### src/shared/addr_map_pkg.sv
/*
  Address map constants, target encoding and boot/flash-select settings
  for the system address decoder.
  Assumes a 32-bit byte address bus from a single processor master.
*/
package addr_map_pkg;
  localparam int ADDR_W = 32;
  // processor-internal code aliases and data RAM
  localparam logic [31:0] INSTR_LOW_BASE = 32'h0000_0000;
  localparam logic [31:0] INSTR_LOW_LAST = 32'h000F_FFFF;
  localparam logic [31:0] INSTR_HIGH_BASE = 32'h1000_0000;
  localparam logic [31:0] INSTR_HIGH_LAST = 32'h100F_FFFF;
  localparam logic [31:0] DATA_RAM_BASE = 32'h2000_0000;
  localparam logic [31:0] DATA_RAM_LAST = 32'h200F_FFFF;
  // peripheral region and adaptor-board peripherals
  localparam logic [31:0] PERIPH_BASE = 32'h4000_0000;
  localparam logic [31:0] PERIPH_LAST = 32'h5FFF_FFFF;
  localparam logic [31:0] XIP_CTRL_BASE = 32'h4000_0000;
  localparam logic [31:0] FLASH_SEL_GPIO_BASE = 32'h4001_0000;
  localparam logic [31:0] NORMAL_CTRL_BASE = 32'h4002_0000;
  localparam logic [31:0] ADAPT_SPI_BASE = 32'h4003_0000;
  localparam logic [31:0] UART_BASE = 32'h4010_0000;
  localparam logic [31:0] GPIO1_BASE = 32'h4011_0000;
  localparam logic [31:0] GPIO2_BASE = 32'h4012_0000;
  localparam logic [31:0] BOARD_QSPI_BASE = 32'h4013_0000;
  localparam logic [31:0] PERIPH_SLOT_MASK = 32'hFFFF_0000;
  // memory region with block RAM
  localparam logic [31:0] MEM_REGION_BASE = 32'h6000_0000;
  localparam logic [31:0] MEM_REGION_LAST = 32'h9FFF_FFFF;
  localparam logic [31:0] BRAM_BASE = 32'h6000_0000;
  localparam logic [31:0] BRAM_LAST = 32'h6000_1FFF;
  // system space windows, 4KB each
  localparam logic [31:0] SYS_WIN_MASK = 32'hFFFF_F000;
  localparam logic [31:0] WATCH_TRACE_BASE = 32'hE000_1000;
  localparam logic [31:0] BREAKPOINT_BASE = 32'hE000_2000;
  localparam logic [31:0] SYS_CTRL_BASE = 32'hE000_E000;
  localparam logic [31:0] ID_TABLE_BASE = 32'hE00F_F000;
  localparam logic [31:0] ID_TABLE_LAST = 32'hE00F_FFFF;
  // alias configuration: bit 0 low alias, bit 1 upper alias (always high)
  localparam int ALIAS_LOW_BIT = 0;
  localparam int ALIAS_HIGH_BIT = 1;
  localparam int FLASH_SEL_BIT = 0;
  localparam logic FLASH_SEL_RESET = 1'b0;
  localparam int PRESENT_IRQ_BIT = 31;
  localparam int IRQ_W = 32;
  localparam int ID_WORDS = 16;
  localparam logic [31:0] ID_WORD_VALUE = 32'h0000_0000; // arbitrary neutral content

  typedef enum logic [3:0] {
    TGT_NONE,
    TGT_INSTR_RAM,
    TGT_XIP_FLASH,
    TGT_DATA_RAM,
    TGT_XIP_CTRL,
    TGT_FLASH_SEL_GPIO,
    TGT_NORMAL_CTRL,
    TGT_ADAPT_SPI,
    TGT_UART,
    TGT_GPIO1,
    TGT_GPIO2,
    TGT_BOARD_QSPI,
    TGT_BRAM,
    TGT_WATCH_TRACE,
    TGT_BREAKPOINT,
    TGT_SYS_CTRL
  } target_t;
endpackage

### src/shared/flash_mux_if.sv
/*
  Bundle between decoder and flash pin multiplexer: two controller pin
  sets, the select, and the flash pin set.
  Assumes four data lines with per-line output enables.
*/
`timescale 1ns/10ps
`default_nettype none
interface flash_mux_if;
  logic sel;
  logic xipCsN, xipSck;
  logic [3:0] xipDo, xipOe, xipDi;
  logic normCsN, normSck;
  logic [3:0] normDo, normOe, normDi;
  logic flashCsN, flashSck;
  logic [3:0] flashDo, flashOe, flashDi;
  modport mux (input sel, xipCsN, xipSck, xipDo, xipOe, normCsN, normSck, normDo, normOe,
    flashDi, output xipDi, normDi, flashCsN, flashSck, flashDo, flashOe);
  modport top (output sel, xipCsN, xipSck, xipDo, xipOe, normCsN, normSck, normDo, normOe,
    flashDi, input xipDi, normDi, flashCsN, flashSck, flashDo, flashOe);
endinterface
`default_nettype wire

### src/system_address_decoder.sv
/*
  System address decoder: one-hot slave selects, boot aliasing, execute
  protection, identification table, flash select latch and adaptor
  presence level for the interrupt lines.
  Assumes a single-outstanding request/response master; slaves answer
  with a ready pulse; the decoder itself answers unmapped accesses.
*/
// Summary of operation
// - block RAM window 8KB, executable
// - three 4KB processor debug/system windows
// - fixed read-only id table at top
// - peripherals decoded inside peripheral region
// - block RAM decoded inside memory region
// - no adaptor: instruction RAM at both aliases
// - no adaptor: boot from RAM at zero
// - adaptor: instruction RAM only at upper alias
// - adaptor: XIP flash decoded at zero
// - data RAM always at its base
// - fetches from data RAM refused
// - flash pins go to one controller
// - XIP reads, normal mode for writing
// - adaptor peripheral addresses fixed
// - boot map follows low alias bit
// - GPIO bit drives flash select
// - adaptor-present level on interrupt line 31
`timescale 1ns/10ps
`default_nettype none
module system_address_decoder
  import addr_map_pkg::*;
#(
  parameter int ID_DEPTH = ID_WORDS
) (
  input wire logic mclk,
  input wire logic rst_n,
  // processor request
  input wire logic reqValid,
  input wire logic [31:0] reqAddr,
  input wire logic reqWrite,
  input wire logic reqFetch,
  input wire logic [31:0] reqWdata,
  // slave selects and returns
  output logic [15:0] slaveSel,
  input wire logic slaveReady,
  input wire logic [31:0] slaveRdata,
  input wire logic slaveErr,
  // processor response
  output logic rspValid,
  output logic [31:0] rspRdata,
  output logic rspErr,
  // boot mapping to the core
  output logic [1:0] instrRamAliasConfig,
  // adaptor presence
  input wire logic adaptorPresent_n,
  input wire logic [IRQ_W-2:0] periphIrq,
  output logic [IRQ_W-1:0] coreIrq,
  // flash pins
  output logic flashCsN,
  output logic flashSck,
  output logic [3:0] flashDo,
  output logic [3:0] flashOe,
  input wire logic [3:0] flashDi,
  // xip controller side
  input wire logic xipCsN,
  input wire logic xipSck,
  input wire logic [3:0] xipDo,
  input wire logic [3:0] xipOe,
  output logic [3:0] xipDi,
  // normal-mode controller side
  input wire logic normCsN,
  input wire logic normSck,
  input wire logic [3:0] normDo,
  input wire logic [3:0] normOe,
  output logic [3:0] normDi,
  output logic flashSelNormal
);

  ////////////////////////////////////////////////////////////////////////
  // reset release and pin synchroniser

  logic rstMeta_reg, rstSync_reg;
  logic [2:0] presSync_reg;
  logic presentN_reg;
  logic presentN_next;

  // reset held low until two clean edges after release
  always_ff @(posedge mclk or negedge rst_n) begin
    if (!rst_n) begin
      rstMeta_reg <= 1'b0;
      rstSync_reg <= 1'b0;
    end else begin
      rstMeta_reg <= 1'b1;
      rstSync_reg <= rstMeta_reg;
    end
  end

  // presence pin: change accepted once stages two and three agree
  assign presentN_next = (presSync_reg[1] == presSync_reg[2]) ? presSync_reg[2] : presentN_reg;

  // resets to absent-adaptor (high) so the RAM boot map is the safe default
  always_ff @(posedge mclk or negedge rstSync_reg) begin
    if (!rstSync_reg) begin
      presSync_reg <= 3'h7;
      presentN_reg <= 1'b1;
    end else begin
      presSync_reg <= {presSync_reg[1:0], adaptorPresent_n};
      presentN_reg <= presentN_next;
    end
  end

  // software polls this level; it is not meant to raise an interrupt
  assign coreIrq = {presentN_reg, periphIrq};

  ////////////////////////////////////////////////////////////////////////
  // boot aliasing

  logic adaptorFitted;
  assign adaptorFitted = ~presentN_reg;
  // low alias on only without adaptor; upper alias tied high
  assign instrRamAliasConfig[ALIAS_LOW_BIT] = ~adaptorFitted;
  assign instrRamAliasConfig[ALIAS_HIGH_BIT] = 1'b1;

  ////////////////////////////////////////////////////////////////////////
  // address decode

  function automatic logic inRange(input logic [31:0] a, input logic [31:0] lo,
                                   input logic [31:0] hi);
    inRange = (a >= lo) && (a <= hi);
  endfunction

  function automatic logic inSlot(input logic [31:0] a, input logic [31:0] base,
                                  input logic [31:0] mask);
    inSlot = (a & mask) == base;
  endfunction

  logic hitLowAlias, hitHighAlias, hitDataRam, hitPeriph, hitMemRegion;
  logic hitBram, hitWatch, hitBreak, hitSysCtrl, hitIdTable;
  target_t target;

  assign hitLowAlias = inRange(reqAddr, INSTR_LOW_BASE, INSTR_LOW_LAST);
  assign hitHighAlias = inRange(reqAddr, INSTR_HIGH_BASE, INSTR_HIGH_LAST);
  assign hitDataRam = inRange(reqAddr, DATA_RAM_BASE, DATA_RAM_LAST);
  assign hitPeriph = inRange(reqAddr, PERIPH_BASE, PERIPH_LAST);
  assign hitMemRegion = inRange(reqAddr, MEM_REGION_BASE, MEM_REGION_LAST);
  assign hitBram = hitMemRegion && inRange(reqAddr, BRAM_BASE, BRAM_LAST);
  assign hitWatch = inSlot(reqAddr, WATCH_TRACE_BASE, SYS_WIN_MASK);
  assign hitBreak = inSlot(reqAddr, BREAKPOINT_BASE, SYS_WIN_MASK);
  assign hitSysCtrl = inSlot(reqAddr, SYS_CTRL_BASE, SYS_WIN_MASK);
  assign hitIdTable = inRange(reqAddr, ID_TABLE_BASE, ID_TABLE_LAST);

  // peripheral slots sit at fixed 64KB bases the adaptor firmware expects
  function automatic target_t periphTarget(input logic [31:0] a);
    logic [31:0] slot;
    slot = a & PERIPH_SLOT_MASK;
    unique case (slot)
      XIP_CTRL_BASE: periphTarget = TGT_XIP_CTRL;
      FLASH_SEL_GPIO_BASE: periphTarget = TGT_FLASH_SEL_GPIO;
      NORMAL_CTRL_BASE: periphTarget = TGT_NORMAL_CTRL;
      ADAPT_SPI_BASE: periphTarget = TGT_ADAPT_SPI;
      UART_BASE: periphTarget = TGT_UART;
      GPIO1_BASE: periphTarget = TGT_GPIO1;
      GPIO2_BASE: periphTarget = TGT_GPIO2;
      BOARD_QSPI_BASE: periphTarget = TGT_BOARD_QSPI;
      default: periphTarget = TGT_NONE;
    endcase
  endfunction

  // priority chain; low alias target depends on adaptor presence
  assign target =
    hitLowAlias ? (adaptorFitted ? TGT_XIP_FLASH : TGT_INSTR_RAM) :
    hitHighAlias ? TGT_INSTR_RAM :
    hitDataRam ? TGT_DATA_RAM :
    hitPeriph ? periphTarget(reqAddr) :
    hitBram ? TGT_BRAM :
    hitWatch ? TGT_WATCH_TRACE :
    hitBreak ? TGT_BREAKPOINT :
    hitSysCtrl ? TGT_SYS_CTRL :
    TGT_NONE;

  // execute-never data RAM, writes to the fixed table, unmapped holes
  logic refuse, localHit;
  assign refuse = (hitDataRam && reqFetch) ||
                  (hitIdTable && reqWrite) ||
                  (target == TGT_NONE && !hitIdTable);
  assign localHit = hitIdTable || (target == TGT_FLASH_SEL_GPIO);

  ////////////////////////////////////////////////////////////////////////
  // transaction sequencing

  typedef enum {ST_IDLE, ST_WAIT} seq_state_t;
  seq_state_t state_reg, state_next;
  target_t target_reg;
  logic localDone, localErr;
  logic [31:0] localRdata;
  logic rspValid_reg, rspErr_reg;
  logic [31:0] rspRdata_reg;
  logic takeReq;

  // a request still held while its answer shows is not taken a second time
  assign takeReq = (state_reg == ST_IDLE) && reqValid && !rspValid_reg;

  always_comb begin
    state_next = state_reg;
    unique case (state_reg)
      ST_IDLE: if (takeReq && !refuse && !localHit) state_next = ST_WAIT;
      ST_WAIT: if (slaveReady) state_next = ST_IDLE;
    endcase
  end

  // local answers finish in the same cycle the request is taken
  assign localDone = takeReq && (refuse || localHit);
  assign localErr = refuse;

  // select held during the slave wait; one-hot by target code
  assign slaveSel = (state_reg == ST_WAIT && target_reg != TGT_NONE &&
                     target_reg != TGT_FLASH_SEL_GPIO) ? (16'h0001 << target_reg) : 16'h0000;

  always_ff @(posedge mclk or negedge rstSync_reg) begin
    if (!rstSync_reg) begin
      state_reg <= ST_IDLE;
      target_reg <= TGT_NONE;
    end else begin
      state_reg <= state_next;
      if (takeReq) begin
        target_reg <= target;
      end
    end
  end

  ////////////////////////////////////////////////////////////////////////
  // identification table and flash select latch

  logic [31:0] idRom [ID_DEPTH];
  logic [$clog2(ID_DEPTH)-1:0] idIndex;
  logic flashSel_reg, flashSel_next;
  logic selWrite;

  // table contents are constants; nothing in the design can write them
  always_comb begin
    for (int i = 0; i < ID_DEPTH; i++) begin
      idRom[i] = ID_WORD_VALUE;
    end
  end
  assign idIndex = reqAddr[$clog2(ID_DEPTH)+1:2];

  // flash select lives in bit 0 of the adaptor GPIO slot
  assign selWrite = takeReq && !refuse && (target == TGT_FLASH_SEL_GPIO) && reqWrite;
  assign flashSel_next = selWrite ? reqWdata[FLASH_SEL_BIT] : flashSel_reg;
  assign localRdata = hitIdTable ? idRom[idIndex] :
                      {{31{1'b0}}, flashSel_reg};

  // reset picks the XIP controller so flash boot can fetch at once
  always_ff @(posedge mclk or negedge rstSync_reg) begin
    if (!rstSync_reg) begin
      flashSel_reg <= FLASH_SEL_RESET;
    end else begin
      flashSel_reg <= flashSel_next;
    end
  end

  // a switch to normal mode while executing from flash locks the core;
  // the decoder cannot tell, so software must avoid it
  assign flashSelNormal = flashSel_reg;

  ////////////////////////////////////////////////////////////////////////
  // response register

  always_ff @(posedge mclk or negedge rstSync_reg) begin
    if (!rstSync_reg) begin
      rspValid_reg <= 1'b0;
      rspErr_reg <= 1'b0;
      rspRdata_reg <= 32'h0000_0000;
    end else begin
      rspValid_reg <= localDone || (state_reg == ST_WAIT && slaveReady);
      rspErr_reg <= localDone ? localErr : slaveErr;
      rspRdata_reg <= localDone ? (localErr ? 32'h0000_0000 : localRdata) : slaveRdata;
    end
  end

  assign rspValid = rspValid_reg;
  assign rspErr = rspErr_reg;
  assign rspRdata = rspRdata_reg;

  ////////////////////////////////////////////////////////////////////////
  // flash pin multiplexer

  flash_mux_if fmBus ();
  assign fmBus.sel = flashSel_reg;
  assign fmBus.xipCsN = xipCsN;
  assign fmBus.xipSck = xipSck;
  assign fmBus.xipDo = xipDo;
  assign fmBus.xipOe = xipOe;
  assign fmBus.normCsN = normCsN;
  assign fmBus.normSck = normSck;
  assign fmBus.normDo = normDo;
  assign fmBus.normOe = normOe;
  assign fmBus.flashDi = flashDi;
  assign xipDi = fmBus.xipDi;
  assign normDi = fmBus.normDi;
  assign flashCsN = fmBus.flashCsN;
  assign flashSck = fmBus.flashSck;
  assign flashDo = fmBus.flashDo;
  assign flashOe = fmBus.flashOe;

  flash_pin_mux flashMux (
    .fm(fmBus.mux)
  );

endmodule
`default_nettype wire

### src/flash_pin_mux.sv
/*
  Steers the one flash pin set to exactly one of two controllers.
  Assumes the select is already registered and stable between transfers.
*/
`timescale 1ns/10ps
`default_nettype none
module flash_pin_mux (
  flash_mux_if.mux fm
);
  // select high gives the flash to the normal-mode controller
  assign fm.flashCsN = fm.sel ? fm.normCsN : fm.xipCsN;
  assign fm.flashSck = fm.sel ? fm.normSck : fm.xipSck;
  assign fm.flashDo = fm.sel ? fm.normDo : fm.xipDo;
  assign fm.flashOe = fm.sel ? fm.normOe : fm.xipOe;
  // deselected controller sees idle-high data so it never decodes noise
  assign fm.xipDi = fm.sel ? 4'hF : fm.flashDi;
  assign fm.normDi = fm.sel ? fm.flashDi : 4'hF;
endmodule
`default_nettype wire

### config.mk
export PLATFORM = sky130hd
export DESIGN_NAME = system_address_decoder
export DESIGN_NICKNAME = d
export VERILOG_FILES = /design/src/shared/addr_map_pkg.sv /design/src/shared/flash_mux_if.sv /design/src/system_address_decoder.sv /design/src/flash_pin_mux.sv
export SDC_FILE = /design/constraint.sdc
export NUM_CORES = 1
export LEC_CHECK = 0
export BUFFER_PORTS_ARGS = -buffer_cell sky130_fd_sc_hd__buf_2
export CAP_MARGIN = 5
export CORE_AREA = 5 5 98 100
export DETAILED_ROUTE_END_ITERATION = 8
export DIE_AREA = 0 0 103 105
export HOLD_SLACK_MARGIN = 0.15
export PLACE_DENSITY = 0.7
export SETUP_SLACK_MARGIN = 0.02
export SYNTH_ARGS = -nofsm -noshare
export SYNTH_HDL_FRONTEND = slang
export SYNTH_SLANG_ARGS = --single-unit
### constraint.sdc
create_clock -name mclk -period 2 [get_ports mclk]
set_input_delay 0.4 -clock mclk [delete_from_list [all_inputs] [get_ports mclk]]
set_output_delay 0.4 -clock mclk [all_outputs]
set_load 0.01 [all_outputs]
==> results.md, run 1 <==
- Outcome: finished clean
- Share of layout cells above drive strength 1: 0.594
- CTS Buf Count: 5
- Vias in the first global route: 2283
- Synth warn: 0
- Clock sink count: 46
- DR vias/cell: between 4 and 5
- FMAX: slightly above 500 MHz
- H-tree depth: 2
- WL final: between 7 and 8 mm
- DRT iter0 DRCs: 76
- Clk root buf: clkbuf_8
- Clock-pin slew on the worst setup and hold paths: approximately 0.09 ns
- Setup CP Type: in -> reg
- Row cnt: 34
- Area delta synth->final: 39.4%
- Total Routing Usage GR: 0.128
- Number of flops mapped to enable cells by yosys: 0
- Starting Density: 0.296
- Post-synth top area share: 0.413
- Final Hold Viols: 0
- Post-synthesis sequential area ratio: 0.455
- Yosys reg bits: 46
- Final hold slack: a little under 0.2 ns
- Gate count of the mapped netlist: approximately 240
- Cell area after synthesis: 2540 um2
- Pre-CTS setup slack: -0.317 ns
- Top FF cell, synth: dfrtp_1
- Largest net degree at the start of global routing: 34
- GPL Wtd Cong: 0.892
- Initial antenna violation count: 0
- Final Max Slew Viols: 0
- RSZ-0062 raised after global routing: true
- # IOs: 262
- Total grt overflow: 0
- Maxcap violations: 0
- Worst Hold Class: reg -> async
- Crit path DAT: ~2.1 ns
- Die Wd: around 100 um
- Setup TNS: 0 ns
- Crit start category: primary input
- Buffers on Ports: 153
- Lkg Pwr: 1.75 nW
- First-pass iteration count of the detailed router: 6
- Peak VDD IR: around 0.00042 V
- Synth Area per Inst: 10.4 um2
- Critical Path Sink Type: register
- Area contributors post-synth: dfrtp_1, buf_4, nor2b_1
- Asr flop ratio synth: 1.00
- DRC Markers: 0
- Ant. Diodes: 0
- Longest Clk Path Bufs: 2
- Fin nets: about 550
- Largest register FFs: 32
- Synth cell types: 52
- Core region area: between 8000 and 9000 um2
- Clk_lat worst skew: a little under 0.3 ns
- Antenna viol nets, final: 0
- Post-DP HPWL: approximately 6.1 mm
- Die Area: roughly 11000 um2
- Final setup margin: between 0.06 and 0.07 ns
- Drt wl/cell: 14.5 um
- Final setup viols: 0
- Post-Route Utilization: 0.412
- Final setup skew: approximately 0.012 ns
- Pwr dens: roughly 550 nW/um2
- Worst Path Required: 2.18 ns
- Tmin final: approximately 1.9 ns
- Vias: between 2000 and 2500
- Synth area leader: dfrtp_1
- First-pass GRT wire length: approximately 11 mm
- TritonCTS clock tree: done
- Final Cycle Share: 0.966
- Die height: around 110 um
- Max FO, Critical Path: 6
- Total Power: roughly 1.9 mW
-- area by class of cell --
type	count	area (um2)
Clock inverter	3	23.8
Inverter	2	7.51
Multi-Input combinational cell	152	1120
Timing Repair Buffer	186	1030
Fill cell	854	5050
Tap cell	108	135
Clock buffer	5	68.8
Sequential cell	46	1160
-- stage by stage --
stage	cells	area, um2
after floorplan	246	2570
after global placement	492	3380
after detailed placement	492	3380
after CTS	501	3500
after global routing	502	3540
final	502	3540
-- worst max-delay path: stages --
cell     delay [ns]
buf_6          0.09
or4_4          0.59
o32ai_4        0.36
and4_4         0.29
nand3_2        0.07
mux2_4         0.29
-- kinds of logic after synthesis --
kind of cell,after synthesis,synth area share
AO/OA/AOI/OAI,25,0.0817
XOR/XNOR,2,0.00689
adder cells (fa/ha/maj),1,0.00394
buffers and inverters,48,0.134
flip-flops,46,0.455
multiplexers,11,0.0502
other,2,0.00295
AND/OR/NAND/NOR,109,0.266
-- Yosys cell counts, types with 2 or more instances --
master    instances
buf_4            36
buf_6             3
nor2b_1          34
xor2_1            2
nor3_1            6
dfstp_2           4
conb_1            2
buf_2             2
nand3_1           2
nand3b_1          5
or4_1             3
nor2_1           16
or2_2             4
nand2_1           7
dfrtp_1          42
o211ai_1          2
o21ai_0           6
a21o_1            2
or3b_2            2
a31oi_1           3
and3_1            2
nand2b_1          7
nor4_1            4
or3_1             3
inv_1             2
nand4_1           3
nor3b_1           2
clkbuf_1          5
mux2_2           10
-- what timing repair did --
action / in CTS / in global routing
pin swaps: 1 / 5
resized for setup: 5 / 8
endpoints found under the hold margin: 2 / 0
setup endpoints to repair: 22 / 38
hold buffers: 1 / 0
gates cloned: 0 / 0
buffers inserted: 0 / 1
-- path summary, 6_finish.rpt --
| kind | startpoint | to | slack, ns | depth (start not counted) |
|---|---|---|---|---|
| worst max-delay path | reqAddr[26] | flashSelNormal | 0.07 | 6 |
| min in group mclk | adaptorPresent_n | presSync_reg[0] | 0.20 | 1 |
| worst min-delay path | rstSync_reg | rspRdata[19] | 0.19 | 0 |
| max in group asynchronous | rstSync_reg | rspRdata[30] | 1.12 | 1 |
| worst max register to register | state_reg[0] | rspRdata[28] | 0.35 | 4 |
| worst min register to register | rstSync_reg | rspRdata[19] | 0.19 | 0 |
-- cells in the final DEF (no fill, tap or decap), types with 3 or more instances in the layout --
cell type | Yosys | routed
buf_4 | 36 | 31
nand2_1 | 7 | 7
mux2_2 | 10 | 10
o21ai_0 | 6 | 5
conb_1 | 2 | 4
nor2_1 | 16 | 14
dfstp_2 | 4 | 4
buf_2 | 2 | 152
or2_2 | 4 | 4
nand3b_1 | 5 | 5
nor2b_1 | 34 | 34
nand2b_1 | 7 | 7
dfrtp_1 | 42 | 40
nor4_1 | 4 | 3
clkbuf_8 | 0 | 5
nand4_1 | 3 | 3
a31oi_1 | 3 | 3
nor3_1 | 6 | 4
-- per-layer routing --
layer  vias to the layer above  wire, um  global-route usage
li1                       1091         -                   -
met1                      1045      2430               0.134
met2                       133      3840               0.238
met3                        14       868              0.0393
met4                         0       150              0.0389
met5                         -         0                   0
-- where the power goes --
| group | switching (mW) | internal, mW |
|---|---|---|
| combinational | 0.177 | 0.190 |
| sequential | 0.0242 | 0.987 |
| clock | 0.319 | 0.250 |
| total | 0.520 | 1.43 |
Note: power is estimated with default switching activity, not from simulation.
==> inputs of run 2 (changes only) <==
REMOVE_ABC_BUFFERS = 1   (was default)
==> results.md, run 2 (synthesized netlist as in run 1, its figures left out) <==
- Total grt overflow: 0
- Peak VDD IR: roughly 0.00036 V
- Setup TNS: -0.871 ns
- HP Start: adaptorPresent_n
- Largest register FFs: 32
- Fill cell count: about 900
- DR vias/cell: 4.63
- Vias: around 2400
- Metal3 WL: approximately 1.5 mm
- First-pass GRT wire length: between 10 and 15 mm
- Lkg Pwr: about 1.8 nW
- Tmin final: between 2 and 2.5 ns
- Pre-CTS setup slack: -0.469 ns
- Maxcap violations: 0
- Most frequent cells in the layout: buf_2, dfrtp_1, buf_4
- Largest stage delay on the critical path: approximately 0.57 ns
- Worst-path cell chain: buf_6, or4_4, buf_6, o32ai_4, and4_4, nand3_2, mux2_4
- Internal power: around 1.5 mW
- Initial antenna violation count: 0
- Fin nets: 559
- DRC Markers: 0
- Critical path's most frequent cell: buf_6
- Clk_lat worst skew: roughly 0.29 ns
- Die Wd: between 100 and 150 um
- Area delta synth->final: 41.3%
- Comb pwr share: 0.192
- Longest Clk Path Bufs: 2
- First-pass iteration count of the detailed router: 4
- Reg2reg start: state_reg[0]
- Highest routed layer: met4
- Hold-critical path depth: 1
- Reg power frac: 0.506
- Setup CP Type: in -> reg
- WL final: around 8.4 mm
- Clock-pin slew on the worst setup and hold paths: around 0.09 ns
- Buffers on Ports: around 150
- Final setup viols: 33
- FMAX: between 400 and 500 MHz
- Clock sink count: 46
- RSZ-0062 raised after global routing: true
- Final Hold Viols: 0
- Reg2Reg Setup Slack: 0.32 ns
- Drt wl/cell: 16.5 um
- Hold Crit Endpoint: presSync_reg[0]
- Core region area: 8590 um2
- Commonest non-fill, non-tap cell in the layout: buf_2
- Row cnt: 34
- Worst R2R End: rspRdata[1]
- Worst Path Required: approximately 2.2 ns
- Antenna viol nets, final: 0
- Switch share: 0.261
- Crit start category: primary input
- Final setup margin: -0.0484 ns
- CP max stage cell: or4_4
- Share of layout cells above drive strength 1: 0.594
- DRT iter0 DRCs: 84
- FF-to-FF path depth: 4
- Final Max Slew Viols: 0
- Post-DP HPWL: approximately 7.0 mm
- Crit path DAT: 2.23 ns
- GPL Wtd Cong: about 0.8
- Final hold slack: between 0.15 and 0.2 ns
- Pwr dens: ~550 nW/um2
- Max FO, Critical Path: 4
- P_sw: between 0.5 and 0.6 mW
- CTS Buf Count: 5
- Total Routing Usage GR: 0.150
- Die Area: approximately 11000 um2
- Ant. Diodes: 0
- Vias in the first global route: ~2400
- # IOs: 262
- Worst slew pin tran: 0.545 ns
- TritonCTS clock tree: done
- H-tree depth: 2
- Failing checks: negative setup slack
- Outcome: complete, but fails checks
- Max-Slew Margin vs Limit: 0.637
- Critical Path Sink Type: register
- Clock Power Share: 0.303
- Worst Hold Class: in -> reg
- Largest net degree at the start of global routing: 45
- Metal2 WL: between 3 and 4 mm
- Die height: between 100 and 150 um
- Starting Density: 0.296
- Metal1 wirelength: 3.17 mm
- Clk root buf: clkbuf_8
- Final setup skew: 0.00376 ns
- Final Cycle Share: 1.02
- Total Power: around 2.0 mW
run 2: changes by cell type in the layout (fill, tap and decap cells not counted), moves of 2 or more:
cell and change:
buf_6 +2, buf_4 +6, nor2_2 -2, nor2_1 +2
run 2: final cells by class:
cell class | instances | area, um2 | share of cell area
flip-flops and latches | 46 | 1160 | 0.322
multi-input cells | 152 | 1100 | 0.305
repair buffers | 193 | 1100 | 0.305
well taps | 108 | 135 | 0.0376
clock buffers | 6 | 82.6 | 0.0230
clock inverters | 2 | 16.3 | 0.00452
inverters | 2 | 7.51 | 0.00209
run 2: metal layers:
layer	track usage	up-vias
li1	-	1107
met1	0.175	1081
met4	0.0250	0
met3	0.113	6
met5	0.0240	-
met2	0.221	163
run 2: through the flow:
| stage | utilization | instance area [um2] | instances |
|---|---|---|---|
| 2_1_floorplan | - | 2220 | 200 |
| 3_3_place_gp | 0.398 | 3420 | 499 |
| 4_1_cts | 0.415 | 3570 | 509 |
| 5_1_grt | 0.418 | 3590 | 509 |
| 6_report | 0.418 | 3590 | 509 |
| 3_5_place_dp | 0.398 | 3420 | 499 |
run 2: power by group through the flow:
stage	Sequential (mW)	Combinational, mW	Clock (mW)
floorplan	1.06	0.102	0
global placement	1.02	0.370	0
detailed placement	1.02	0.378	0
CTS	1.01	0.385	0.635
global route	1.01	0.422	0.678
finish	1.00	0.380	0.601
run 2: worst max-delay path, delay by kind of cell:
kind / cells / cell delay (ns)
muxes: 1 / 0.29
buffers and inverters: 2 / 0.24
AOI/OAI and AO/OA: 1 / 0.32
and+or+nand+nor: 3 / 0.97
run 2: how the worst max path moves through the flow:
stage	end	startpoint	cells after the start	slack, ns
3_5_place_dp	flashSelNormal	reqAddr[24]	7	-0.47
6_report	flashSelNormal	reqAddr[24]	7	-0.05
3_3_place_gp	flashSelNormal	reqAddr[24]	7	-0.43
2_1_floorplan	rspRdata[0]	reqAddr[24]	6	-0.62
5_1_grt	rspRdata[0]	reqAddr[24]	8	-0.09
4_1_cts	rspRdata[13]	reqAddr[24]	8	-0.05
run 2: timing repair:
action	CTS	global route
setup buffers	1	0
hold endpoints to repair	2	0
setup endpoints to repair	46	37
hold buffers	1	0
pin swaps	2	0
resized for setup	9	5
==> inputs of run 3 (changes only) <==
ABC_AREA = 1   (was default)
CORE_AREA = 5 5 100 102   (was 5 5 98 100)
DIE_AREA = 0 0 105 107   (was 0 0 103 105)
PLACE_DENSITY = 0.73   (was 0.7)
==> results.md, run 3 <==
- Final setup skew: 0.00497 ns
- TritonCTS clock tree: done
- Crit start category: primary input
- Area contributors post-synth: dfrtp_1, nor2_4, buf_4
- Xor/xnor share of the synthesized area: 0
- Final Hold Viols: 0
- Final Cycle Share: 0.900
- Tmin final: between 1.5 and 2 ns
- Max FO, Critical Path: 5
- Starting Density: 0.334
- Die Wd: 105 um
- Die height: 107 um
- Buffers on Ports: around 170
- Largest net degree at the start of global routing: between 40 and 50
- Die Area: roughly 11000 um2
- Hold Crit Endpoint: presSync_reg[0]
- Worst Hold Class: in -> reg
- Synth warn: 0
- Share of layout cells above drive strength 1: 0.484
- Row cnt: 35
- Maxcap violations: 0
- DR vias/cell: approximately 4.5
- Largest register FFs: 32
- Peak VDD IR: between 0.0003 and 0.0004 V
- Switch share: 0.349
- Worst setup path startpoint: reqAddr[20]
- Pre-CTS setup slack: -0.124 ns
- Lkg Pwr: 2.14 nW
- GPL Wtd Cong: roughly 0.84
- Clk root buf: clkbuf_8
- Critical Path Sink Type: register
- Vias: between 2000 and 3000
- Post-DP HPWL: slightly below 8 mm
- H-tree depth: 2
- First-pass GRT wire length: approximately 14 mm
- Synth Area per Inst: just over 8 um2
- Top FF cell, synth: dfrtp_1
- Setup CP Type: in -> reg
- Core region area: around 9000 um2
- Hold-critical path depth: 1
- WL final: between 9 and 10 mm
- Pwr dens: ~710 nW/um2
- Asr flop ratio synth: 1.00
- P_sw: between 0.9 and 1 mW
- Ant. Diodes: 0
- Commonest non-fill, non-tap cell in the layout: buf_2
- Reg2Reg Setup Slack: ~0.63 ns
- First-pass iteration count of the detailed router: 4
- Commonest cells post-synth: nand2_1, inv_1, dfrtp_1
- Clock Power Share: 0.216
- Vias in the first global route: 2830
- Post-DP Area: 3810 um2
- Post-synth top area share: 0.349
- FF-to-FF path depth: 6
- Final Max Slew Viols: 0
- Synth cell types: 38
- HP Start: adaptorPresent_n
- # IOs: approximately 260
- Final setup margin: approximately 0.20 ns
- Internal power: 1.80 mW
- Total Power: about 2.8 mW
- Post-CTS Setup Inserts: 0
- Max-Slew Margin vs Limit: 0.631
- FMAX: around 560 MHz
- Reg power frac: 0.422
- RSZ-0062 raised after global routing: false
- CTS Buf Count: 5
- Post-synthesis mux area share: 0
- Fin nets: between 600 and 700
- Gate count of the mapped netlist: 367
- Largest family of logic cells by synthesized area: simple AND/OR/NAND/NOR gates
- Total Routing Usage GR: 0.157
- Post-synthesis sequential area ratio: 0.384
- Reg2reg start: state_reg[0]
- Initial antenna violation count: 0
- Final setup viols: 0
- Most frequent cell after synthesis: nand2_1
- Worst slew pin tran: approximately 0.55 ns
- Most frequent cells in the layout: buf_2, nand2_1, inv_1
- Synth Area in Compound Gates: 0.0461
- Antenna viol nets, final: 0
- Comb pwr share: 0.362
- Clock sink count: 46
- Area delta synth->final: 30.0%
- Cell area after synthesis: ~3000 um2
- Post-Route Utilization: 0.434
- Number of flops mapped to enable cells by yosys: 0
- Total grt overflow: 0
- Crit path DAT: roughly 2.0 ns
- Yosys reg bits: 46
- Design Area, Final: approximately 3900 um2
- Simple logic cell fraction of the synthesized area: 0.367
- Post-CTS sizing: 0
- Setup TNS: 0 ns
- Clock-pin slew on the worst setup and hold paths: approximately 0.08 ns
- DRT iter0 DRCs: roughly 140
- Worst Path Required: 2.16 ns
- Synth Area in Adders: 0.00333
- Drt wl/cell: about 14 um
- Outcome: finished clean
- DRC Markers: 0
- Clk_lat worst skew: slightly below 0.3 ns
- Post-CTS Hold Buffers: 1
- Synth area leader: dfrtp_1
- Worst R2R End: rspErr
- Longest Clk Path Bufs: 2
## run 3: cells by family (layout without fill, tap and decap cells)
logic type,after synthesis,after routing
buffers and inverters,108,253
adders and majority gates,1,1
other,2,4
AOI/OAI and AO/OA,22,22
DFF,46,46
and+or+nand+nor,188,188
## run 3: worst max-delay path by stage
stage | to | slack [ns] | cells after the start
floorplan | rspRdata[11] | -0.03 | 12
global placement | rspErr | -0.05 | 14
detailed placement | rspErr | -0.12 | 14
CTS | rspErr | 0.19 | 14
global route | rspErr | 0.06 | 14
finish | rspErr | 0.20 | 14
## run 3: layer usage
metal	vias up	track usage	share of wire	wire (um)
met1	1274	0.190	0.40	3590
met3	6	0.0951	0.14	1280
li1	1370	-	-	-
met5	-	0.0429	0.0043	39
met2	148	0.245	0.45	4110
met4	2	0.0164	0.0032	29
## run 3: power groups by stage
stage               sequential [mW]  combinational, mW  clock [mW]
finish                         1.17               1.00       0.598
global route                   1.19               1.10       0.679
CTS                            1.17               1.02       0.632
detailed placement             1.19               1.02           0
global placement               1.18              0.995           0
floorplan                      1.25              0.462           0
## run 3: worst max-delay path, stage by stage
cell     delay [ns]
buf_2          0.11
nor2_2         0.14
nand2_4        0.10
nor2_4         0.15
nand2_1        0.06
nand3_1        0.07
nand4_1        0.17
o21ai_2        0.21
inv_2          0.08
nand3_4        0.08
nand2_4        0.06
buf_4          0.15
nand2_1        0.07
o21ai_0        0.10
## run 3: layout make-up
| cell class | instances | area, um2 |
|---|---|---|
| clock inverter | 1 | 8.76 |
| timing repair buffer | 181 | 1010 |
| multi-input combinational | 215 | 1270 |
| tap | 111 | 139 |
| clock buffer | 7 | 86.3 |
| sequential | 46 | 1160 |
| fill | 927 | 5110 |
| inverter | 64 | 245 |
## run 3: through the flow
| stage | hold WS [ns] | std cells |
|---|---|---|
| 2_1_floorplan | 0.104 | 325 |
| 4_1_cts | 0.192 | 625 |
| 3_3_place_gp | 0.186 | 616 |
| 6_report | 0.204 | 625 |
| 3_5_place_dp | 0.192 | 616 |
| 5_1_grt | 0.172 | 625 |
